### config.mk
export PLATFORM = sky130hd
export DESIGN_NAME = eeprom_slave
export DESIGN_NICKNAME = d
export VERILOG_FILES = /design/src/design/eeprom_slave_pkg.sv /design/src/design/eeprom_slave.sv
export SDC_FILE = /design/constraint.sdc
export NUM_CORES = 2
export LEC_CHECK = 0
export BUFFER_PORTS_ARGS = -buffer_cell sky130_fd_sc_hd__buf_4
export CORE_ASPECT_RATIO = 0.75
export CORE_MARGIN = 1
export CORE_UTILIZATION = 45
export DETAILED_ROUTE_END_ITERATION = 8
export PLACE_DENSITY = 0.64
export SYNTH_ARGS = -nofsm -noshare
export SYNTH_HDL_FRONTEND = slang
export SYNTH_SLANG_ARGS = --single-unit
### constraint.sdc
create_clock -name clk -period 4.8 [get_ports clk]
set_input_delay 0.48 -clock clk [delete_from_list [all_inputs] [get_ports clk]]
set_output_delay 0.48 -clock clk [all_outputs]
set_load 0.01 [all_outputs]
### src/design/eeprom_slave_pkg.sv
// Constants, timing figures and state codes of the two-wire memory slave
package eeprom_slave_pkg;

  // ==========================================================
  // Clock and timing figures
  localparam int CLK_MHZ = 40;
  localparam int FILTER_NS = 250;
  localparam int FILTER_CYC = (FILTER_NS * CLK_MHZ + 999) / 1000;
  localparam int PROG_MIN_MS = 20;
  localparam int PROG_MAX_MS = 100;
  localparam int PROG_MIN_CYC = PROG_MIN_MS * CLK_MHZ * 1000;
  localparam int PROG_MAX_CYC = PROG_MAX_MS * CLK_MHZ * 1000;

  // ==========================================================
  // Array, byte and transfer layout
  localparam int MEM_WORDS = 256;
  localparam int ADDR_W = 8;
  localparam int BYTE_W = 8;
  localparam logic [3:0] LAST_BIT = 4'h8;
  localparam logic [1:0] MAX_WRITE_BYTES = 2'h2;
  localparam logic [ADDR_W-1:0] PTR_RST = 8'h00;
  localparam logic [3:0] DEV_TYPE_DEFAULT = 4'hA;
  localparam int BUF_DEPTH_DEFAULT = 2;

  // Bus receive and transmit states
  typedef enum logic [6:0] {
    ST_IDLE = 7'h01,
    ST_DEV  = 7'h02,
    ST_WORD = 7'h04,
    ST_WDAT = 7'h08,
    ST_ACK  = 7'h10,
    ST_RDAT = 7'h20,
    ST_MACK = 7'h40
  } bus_state_type;

endpackage

### src/design/eeprom_slave.sv
// Two-wire serial slave of a 256 x 8 electrically erasable memory
`timescale 1ns/1ps

module eeprom_slave import eeprom_slave_pkg::*; #(
  parameter int PROG_MIN_CYCLES = PROG_MIN_CYC,
  parameter int PROG_MAX_CYCLES = PROG_MAX_CYC,
  parameter logic [3:0] DEV_TYPE = DEV_TYPE_DEFAULT,
  parameter int BUF_DEPTH = BUF_DEPTH_DEFAULT
) (
  // Clock and reset
  input wire logic clk,
  input wire logic rst,
  // Two-wire bus, data line open drain
  input wire logic scl_in,
  input wire logic sda_in,
  output logic sda_out,
  output logic sda_oe,
  // Strapped chip address
  input wire logic chip_addr_bit0_pin,
  input wire logic chip_addr_bit1_pin,
  input wire logic chip_addr_bit2_pin,
  // Programming time from the external network, high when elapsed
  input wire logic program_timing_network_input,
  // Status
  output logic program_busy
);

  localparam int TW = $clog2(PROG_MAX_CYCLES + 1);
  localparam int FW = $clog2(FILTER_CYC + 1);
  localparam int BW = ADDR_W + BYTE_W;
  localparam int PW = (BUF_DEPTH > 1) ? $clog2(BUF_DEPTH) : 1;
  localparam logic [TW-1:0] MIN_LAST = TW'(PROG_MIN_CYCLES - 1);
  localparam logic [TW-1:0] MAX_LAST = TW'(PROG_MAX_CYCLES - 1);
  localparam logic [FW-1:0] FILT_LAST = FW'(FILTER_CYC - 1);

  // Refuse settings the timer or buffer cannot serve
  if (PROG_MIN_CYCLES < 1 || PROG_MAX_CYCLES < PROG_MIN_CYCLES ||
      BUF_DEPTH < 2) begin : g_bad_param
    $error("eeprom_slave: bad timing or buffer parameter");
  end

  // Slave address match: type prefix and chip bits
  function automatic logic dev_match(input logic [7:0] b, input logic [2:0] chip);
    dev_match = (b[7:4] == DEV_TYPE) && (b[3:1] == chip);
  endfunction

  // ==========================================================
  // Input synchronisers and glitch filter
  logic [1:0] sync1_r;
  logic [1:0] sync2_r;
  logic [1:0] filt_r;
  logic [1:0] filt_prev_r;
  logic [FW-1:0] filt_cnt_r [2];
  logic [2:0] strap1_r;
  logic [2:0] strap2_r;
  logic rc1_r;
  logic rc2_r;

  // Two flops before any logic sees a pin
  always_ff @(posedge clk or posedge rst) begin
    if (rst) begin
      sync1_r <= 2'h3;
      sync2_r <= 2'h3;
      strap1_r <= 3'h0;
      strap2_r <= 3'h0;
      rc1_r <= 1'b0;
      rc2_r <= 1'b0;
    end else begin
      sync1_r <= {sda_in, scl_in};
      sync2_r <= sync1_r;
      strap1_r <= {chip_addr_bit2_pin, chip_addr_bit1_pin, chip_addr_bit0_pin};
      strap2_r <= strap1_r;
      rc1_r <= program_timing_network_input;
      rc2_r <= rc1_r;
    end
  end

  // A new level is taken only after it held for the filter time
  always_ff @(posedge clk or posedge rst) begin
    if (rst) begin
      filt_r <= 2'h3;
      filt_prev_r <= 2'h3;
      filt_cnt_r[0] <= '0;
      filt_cnt_r[1] <= '0;
    end else begin
      filt_prev_r <= filt_r;
      for (int i = 0; i < 2; i++) begin
        if (sync2_r[i] == filt_r[i]) begin
          filt_cnt_r[i] <= '0;
        end else if (filt_cnt_r[i] == FILT_LAST) begin
          filt_r[i] <= sync2_r[i];
          filt_cnt_r[i] <= '0;
        end else begin
          filt_cnt_r[i] <= filt_cnt_r[i] + 1'b1;
        end
      end
    end
  end

  // Bus events from the filtered lines
  logic scl_f;
  logic sda_f;
  logic scl_rise;
  logic scl_fall;
  logic start_evt;
  logic stop_evt;
  assign scl_f = filt_r[0];
  assign sda_f = filt_r[1];
  assign scl_rise = scl_f & ~filt_prev_r[0];
  assign scl_fall = ~scl_f & filt_prev_r[0];
  // Data edge under a held high clock is never data
  assign start_evt = scl_f & filt_prev_r[0] & filt_prev_r[1] & ~sda_f;
  assign stop_evt = scl_f & filt_prev_r[0] & ~filt_prev_r[1] & sda_f;

  // ==========================================================
  // Bus state machine
  bus_state_type state_r;
  bus_state_type after_r;
  bus_state_type after_nxt;
  logic [3:0] bitcnt_r;
  logic [7:0] shift_r;
  logic [ADDR_W-1:0] ptr_r;
  logic [1:0] wbytes_r;
  logic sda_oe_r;
  logic sda_out_r;
  logic commit_r;
  logic byte_end;
  logic push;
  logic rx_ack;
  logic in_ready;
  logic [BYTE_W-1:0] mem [MEM_WORDS];
  logic [BYTE_W-1:0] cur_byte;

  assign cur_byte = mem[ptr_r];
  assign byte_end = scl_fall && (bitcnt_r == LAST_BIT);
  // Third write byte or a full buffer is not acknowledged
  assign push = (state_r == ST_WDAT) && byte_end && in_ready &&
                (wbytes_r < MAX_WRITE_BYTES);

  // Acknowledge decision at the end of a received byte
  always_comb begin
    rx_ack = 1'b0;
    after_nxt = ST_IDLE;
    unique case (state_r)
      ST_DEV: begin
        rx_ack = dev_match(shift_r, strap2_r) && !commit_r;
        after_nxt = shift_r[0] ? ST_RDAT : ST_WORD;
      end
      ST_WORD: begin
        rx_ack = 1'b1;
        after_nxt = ST_WDAT;
      end
      ST_WDAT: begin
        rx_ack = push;
        after_nxt = ST_WDAT;
      end
      ST_IDLE, ST_ACK, ST_RDAT, ST_MACK: begin
        rx_ack = 1'b0;
        after_nxt = ST_IDLE;
      end
    endcase
  end

  // Transfer sequencing; start and stop override any bit in flight
  always_ff @(posedge clk or posedge rst) begin
    if (rst) begin
      state_r <= ST_IDLE;
      after_r <= ST_IDLE;
      bitcnt_r <= 4'h0;
      shift_r <= 8'h00;
      ptr_r <= PTR_RST;
      wbytes_r <= 2'h0;
      sda_oe_r <= 1'b0;
    end else if (start_evt) begin
      state_r <= ST_DEV;
      bitcnt_r <= 4'h0;
      wbytes_r <= 2'h0;
      sda_oe_r <= 1'b0;
    end else if (stop_evt) begin
      state_r <= ST_IDLE;
      sda_oe_r <= 1'b0;
    end else begin
      unique case (state_r)
        ST_IDLE: begin
          sda_oe_r <= 1'b0;
        end
        ST_DEV, ST_WORD, ST_WDAT: begin
          if (scl_rise) begin
            shift_r <= {shift_r[6:0], sda_f};
            bitcnt_r <= bitcnt_r + 4'h1;
          end else if (byte_end) begin
            bitcnt_r <= 4'h0;
            after_r <= after_nxt;
            sda_oe_r <= rx_ack;
            state_r <= rx_ack ? ST_ACK : ST_IDLE;
            if (state_r == ST_WORD) begin
              ptr_r <= shift_r;
            end
            if (push) begin
              ptr_r <= ptr_r + 1'b1;
              wbytes_r <= wbytes_r + 2'h1;
            end
          end
        end
        ST_ACK: begin
          // Low held until the clock falls again
          if (scl_fall) begin
            state_r <= after_r;
            shift_r <= cur_byte;
            sda_oe_r <= (after_r == ST_RDAT) && !cur_byte[7];
          end
        end
        ST_RDAT: begin
          if (scl_rise) begin
            bitcnt_r <= bitcnt_r + 4'h1;
          end else if (byte_end) begin
            bitcnt_r <= 4'h0;
            sda_oe_r <= 1'b0;
            state_r <= ST_MACK;
          end else if (scl_fall) begin
            shift_r <= {shift_r[6:0], 1'b0};
            sda_oe_r <= !shift_r[6];
          end
        end
        ST_MACK: begin
          if (scl_rise) begin
            if (!sda_f) begin
              ptr_r <= ptr_r + 1'b1;
            end else begin
              state_r <= ST_IDLE;
            end
          end else if (scl_fall) begin
            shift_r <= cur_byte;
            sda_oe_r <= !cur_byte[7];
            state_r <= ST_RDAT;
          end
        end
      endcase
    end
  end

  // ==========================================================
  // Write buffer between the bus and the programming timer
  logic [BW-1:0] buf_mem [BUF_DEPTH];
  logic [PW-1:0] wr_ptr_r;
  logic [PW-1:0] rd_ptr_r;
  logic [PW:0] count_r;
  logic out_valid;
  logic pop;
  assign in_ready = count_r < (PW+1)'(BUF_DEPTH);
  assign out_valid = count_r != '0;

  // Full buffer holds back the bus by refusing the acknowledge
  always_ff @(posedge clk or posedge rst) begin
    if (rst) begin
      wr_ptr_r <= '0;
      rd_ptr_r <= '0;
      count_r <= '0;
    end else begin
      if (push) begin
        wr_ptr_r <= (wr_ptr_r == PW'(BUF_DEPTH - 1)) ? '0 : wr_ptr_r + 1'b1;
      end
      if (pop) begin
        rd_ptr_r <= (rd_ptr_r == PW'(BUF_DEPTH - 1)) ? '0 : rd_ptr_r + 1'b1;
      end
      count_r <= count_r + (PW+1)'(push) - (PW+1)'(pop);
    end
  end

  // Entries hold address and data
  always_ff @(posedge clk) begin
    if (push) begin
      buf_mem[wr_ptr_r] <= {ptr_r, shift_r};
    end
  end

  // ==========================================================
  // Self-timed programming, one timed cycle per word
  logic [TW-1:0] tmr_r;
  logic program_busy_r;
  logic [BW-1:0] head;
  assign head = buf_mem[rd_ptr_r];
  // Ends when the network reports, bounded by the least and longest times
  assign pop = commit_r && out_valid &&
               ((tmr_r >= MIN_LAST && rc2_r) || tmr_r >= MAX_LAST);

  // Stop releases queued words to the timer
  always_ff @(posedge clk or posedge rst) begin
    if (rst) begin
      commit_r <= 1'b0;
      tmr_r <= '0;
      program_busy_r <= 1'b0;
    end else begin
      if (stop_evt && out_valid) begin
        commit_r <= 1'b1;
      end else if (!out_valid) begin
        commit_r <= 1'b0;
      end
      if (commit_r && out_valid && !pop) begin
        tmr_r <= tmr_r + 1'b1;
      end else begin
        tmr_r <= '0;
      end
      program_busy_r <= commit_r;
    end
  end

  // Array update at the end of each word's cycle
  always_ff @(posedge clk) begin
    if (pop) begin
      mem[head[BW-1:BYTE_W]] <= head[BYTE_W-1:0];
    end
  end

  // Open drain: only ever pulls low
  always_ff @(posedge clk or posedge rst) begin
    if (rst) begin
      sda_out_r <= 1'b0;
    end else begin
      sda_out_r <= 1'b0;
    end
  end

  assign sda_out = sda_out_r;
  assign sda_oe = sda_oe_r;
  assign program_busy = program_busy_r;

  // ==========================================================
  // Checks
  chk_ptr_on_ack: assert property (@(posedge clk) disable iff (rst)
    (state_r == ST_MACK && scl_rise && !sda_f && !start_evt && !stop_evt)
    |=> ptr_r == $past(ptr_r) + 1'b1)
    else $error("pointer did not advance on acknowledge");

  chk_ptr_hold_nack: assert property (@(posedge clk) disable iff (rst)
    (state_r == ST_MACK && scl_rise && sda_f) |=> $stable(ptr_r))
    else $error("pointer moved without acknowledge");

  chk_release_nack: assert property (@(posedge clk) disable iff (rst)
    (state_r == ST_MACK && scl_rise && sda_f) |=> (!sda_oe_r && state_r == ST_IDLE)[*2])
    else $error("data line not released after no acknowledge");

  chk_addr_ack_sel: assert property (@(posedge clk) disable iff (rst)
    (state_r == ST_DEV && byte_end && !start_evt && !stop_evt &&
     shift_r[3:1] != strap2_r) |=> !sda_oe_r && state_r == ST_IDLE)
    else $error("acknowledged a foreign chip address");

  chk_prefix_ignore: assert property (@(posedge clk) disable iff (rst)
    (state_r == ST_DEV && byte_end && shift_r[7:4] != DEV_TYPE) |=> !sda_oe_r)
    else $error("acknowledged a foreign device type");

  chk_busy_nack: assert property (@(posedge clk) disable iff (rst)
    (state_r == ST_DEV && byte_end && commit_r) |=> !sda_oe_r)
    else $error("acknowledged while programming");

  chk_word_ack: assert property (@(posedge clk) disable iff (rst)
    (state_r == ST_WORD && byte_end && !start_evt && !stop_evt)
    |=> sda_oe_r && state_r == ST_ACK)
    else $error("word address not acknowledged");

  chk_two_bytes: assert property (@(posedge clk) disable iff (rst)
    push |-> wbytes_r < MAX_WRITE_BYTES)
    else $error("more than two write bytes taken");

  chk_prog_time: assert property (@(posedge clk) disable iff (rst)
    pop |-> (tmr_r >= MIN_LAST && tmr_r <= MAX_LAST))
    else $error("word programming time out of range");

  chk_prog_after_stop: assert property (@(posedge clk) disable iff (rst)
    (tmr_r != '0) |-> commit_r && $past(commit_r))
    else $error("programming ran before stop");

  chk_filter_hold: assert property (@(posedge clk) disable iff (rst)
    (filt_r[0] != filt_prev_r[0]) |-> $past(filt_cnt_r[0]) == FILT_LAST)
    else $error("clock level taken before filter time");

endmodule

==> results.md <==
* Worst VDD drop at 0.386 mV
* Post-synth EDFFs at 2080
* Post-Synth XOR/XNOR Area at 0.377%
* CTS max path bufs at 3
* Mapped Avg Cell Area at 19.8 µm²
* Asr flop ratio synth at 3.97%
* CP Capture Type: register
* Final Max Slew Viols at 0
* Total negative slack at 0 ps
* Wirelength per Cell at approximately 31 µm
* Sequential power share at 56.7%
* CP max stage cell: dfrtp_4
* Internal power at 29.1 mW
* Total Nets Final at 4751
* Slowest stage delay, CP at 1110 ps
* Hold Buf Count CTS at 7
* Initial drt markers at around 6600
* Post-route core utilization at 51.7%
* Max Cap Viol at 0
* GRT overflow at 0
* Placed wire-length estimate at 143000 µm
* Worst-path clk slew at around 60 ps
* Worst-margin pin slew at about 1400 ps
* GPL Wtd Cong at 0.920
* Final-report hold violation count at 0
* Most common cell after layout, fill and taps aside: edfxtp_1
* #FFs+latches synth at around 2200
* Area growth, synth to finish at 13.8%
* CP cell instances: buf_4 -> mux4_2 -> nand2b_1 -> a21oi_1 -> o211ai_1 -> a221oi_1 -> o21ai_0 -> a41o_1
* Num rows at 138
* Wirelength, routed at 230000 µm
* Ports at 11
* Worst endpoint required time at 5530 ps
* Width of the die at 506 µm
* Mux contribution to synthesized area at 15.0%
* Routed vias/inst at between 6 and 7
* Drt drc at 0
* Fin crit period at 4510 ps
* Vias at 45769
* PortBufs at 9
* Initial Util at between 40% and 50%
* First-pass GRT wire length at 329000 µm
* Ratio of cells with drive above 1 in the final layout at 25.2%
* Die Y-Extent at 380 µm
* Setup ws final at 292 ps
* Die area at 193000 µm²
* Endpoints failing setup at 0
* Clock sink count at 2166
* WS Path Type: register to register
* Pwr Density at 369 nW/µm²
* Post-Place Worst Slack at 421 ps
* Sequential area share after synthesis at 75.2%
* Mapped Cells at 4345
* Clock Power Share at 43.1%
* Crit-path max FO at 34
* Synth Flop Type: edfxtp_1
* Crit path DAT at 5240 ps
* Worst-Skew Late Latency at between 800 and 900 ps
* Core area at approximately 190000 µm²
* Leak pwr at around 25 nW
* Largest family of logic cells by synthesized area: multiplexers
* CTS tree: done
* Synth Net Count at 4366
* Slew HR at 3.96%
* RSZ-0062 raised after global routing: no
* H-tree depth at 4
* Yosys cell types at 71
* Cell area after synthesis at between 80000 and 90000 µm²
* P_sw at 6.95 mW
* ANT nets after route at 0
* Post-synthesis adder-cell area fraction at 0.189%
* GRT Total Usage at 23.9%
* Worst Hold Class: input pin to register
* Initial antenna violation count at 5
* Synthesis warning total at 0
* Post_cts resized at 0
* Vias in the first global route at 44398
* Clock Root Buffer: clkbuf_16
* Run status: completed
* Worst Clk Skew at 45.4 ps
* Largest net degree at the start of global routing at 163
* Final worst-path cycle share at 93.9%
* DR pass1 iterations at 6
* Synth Area in Simple Gates at 3.82%
* Number of CTS-inserted buffers at 196
* F_max at 0.222 GHz
* Comb pwr share at 0.2%
* Post-CTS setup buffer count at 0
* Switch share at 19.3%
* Startpoint Class: register
* Synth Area in Compound Gates at 3.31%
* Most frequent cells in the layout: edfxtp_1 (2080), mux4_2 (445), buf_4 (423)
final timing paths:
path | start | end | cells after the start | slack, ps
worst min register to register | strap1_r[0] | strap2_r[0] | 0 | 360
worst max register to register | ptr_r[0] | shift_r[5] | 8 | 290
worst min-delay path | sda_in | sync1_r[1] | 2 | 310
worst max-delay path | ptr_r[0] | shift_r[5] | 8 | 290
min in group asynchronous | rst | strap2_r[2] | 3 | 340
max in group asynchronous | rst | after_r[0] | 4 | 3530
per-stage QoR:
stage | power, mW | area (µm²) | hold WS (ps) | cells
3_3_place_gp | 20.9 | 91400 | 343 | 7045
6_report | 36.0 | 97700 | 307 | 7414
5_1_grt | 36.9 | 97700 | 286 | 7411
3_5_place_dp | 20.9 | 91400 | 342 | 7045
2_1_floorplan | 20.9 | 85900 | 331 | 4345
4_1_cts | 36.2 | 97700 | 252 | 7411
synth_stat cells (all sizes together), types with 3 or more instances:
library cell,n,area share [%]
a211o,3,0.031
a211oi,8,0.070
a21oi,91,0.53
a221o,9,0.10
a221oi,46,0.48
a22o,10,0.10
a22oi,68,0.59
a311oi,4,0.041
a31oi,21,0.15
a41o,3,0.035
and2,10,0.073
and3,5,0.036
and4,3,0.031
buf,144,1.4
clkbuf,128,0.56
dfrtp,76,2.2
dfstp,10,0.31
edfxtp,2080,73
ha,13,0.19
inv,34,0.15
mux2,28,0.37
mux2i,254,3.0
mux4,445,12
nand2,155,0.68
nand2b,23,0.17
nand3,35,0.20
nand3b,5,0.044
nand4,13,0.095
nor2,103,0.45
nor2b,16,0.12
nor3,289,1.7
nor4,9,0.073
nor4b,3,0.031
o2111ai,3,0.031
o211ai,11,0.096
o21ai,54,0.31
o221ai,4,0.041
o22ai,21,0.15
o311ai,7,0.071
o31ai,16,0.14
o32ai,14,0.14
or2,5,0.036
or3,6,0.044
xnor2,11,0.11
xor2,26,0.27
sequential cells by signal (all words and copies together) (netlist names), 3 cells and up:
name        count
bitcnt_r        4
mem          2048
shift_r         8
ptr_r           8
tmr_r          22
state_r         7
strap1_r        3
strap2_r        3
buf_mem        32
filt_cnt_r      8
after_r         4
kinds of logic (layout without fill, tap and decap cells):
logic type	count (synthesis)	in the layout
fa+ha+maj	13	13
mux	727	727
xor+xnor	37	37
flops	2166	2166
simple gates	685	685
compound gates	409	409
buf+inv	307	853
other cells	1	4
layout make-up:
type / count / area, µm²
Inverter: 35 / 135
Tap cell: 2520 / 3150
Antenna cell: 3 / 7.51
Multi-Input combinational cell: 1872 / 19700
Clock buffer: 256 / 5310
Fill cell: 14765 / 91300
Sequential cell: 2166 / 64600
Clock inverter: 103 / 957
Timing Repair Buffer: 459 / 3830
layer usage:
layer | GRT usage [%] | routed length (µm)
met4 | 6.47 | 5640
met2 | 33.5 | 99200
met1 | 36.4 | 97100
met3 | 6.90 | 27700
met5 | 0 | 137
power by group through the flow:
stage / sequential [mW] / combinational, mW / clock, mW
final: 20.4 / 0.0595 / 15.5
after global routing: 20.4 / 0.0672 / 16.5
after CTS: 20.4 / 0.0610 / 15.7
after detailed placement: 20.8 / 0.0558 / 0
after global placement: 20.8 / 0.0530 / 0
after floorplan: 20.8 / 0.0398 / 0
critical path, delay by kind of cell, from the launching register on:
kind                   cells  cell delay (ps)
AO/OA/AOI/OAI              5             2090
buffers and inverters      1              440
flip-flops                 1             1110
multiplexers               1              570
AND/OR/NAND/NOR            1              160
Power figures use the tool's default switching activity.
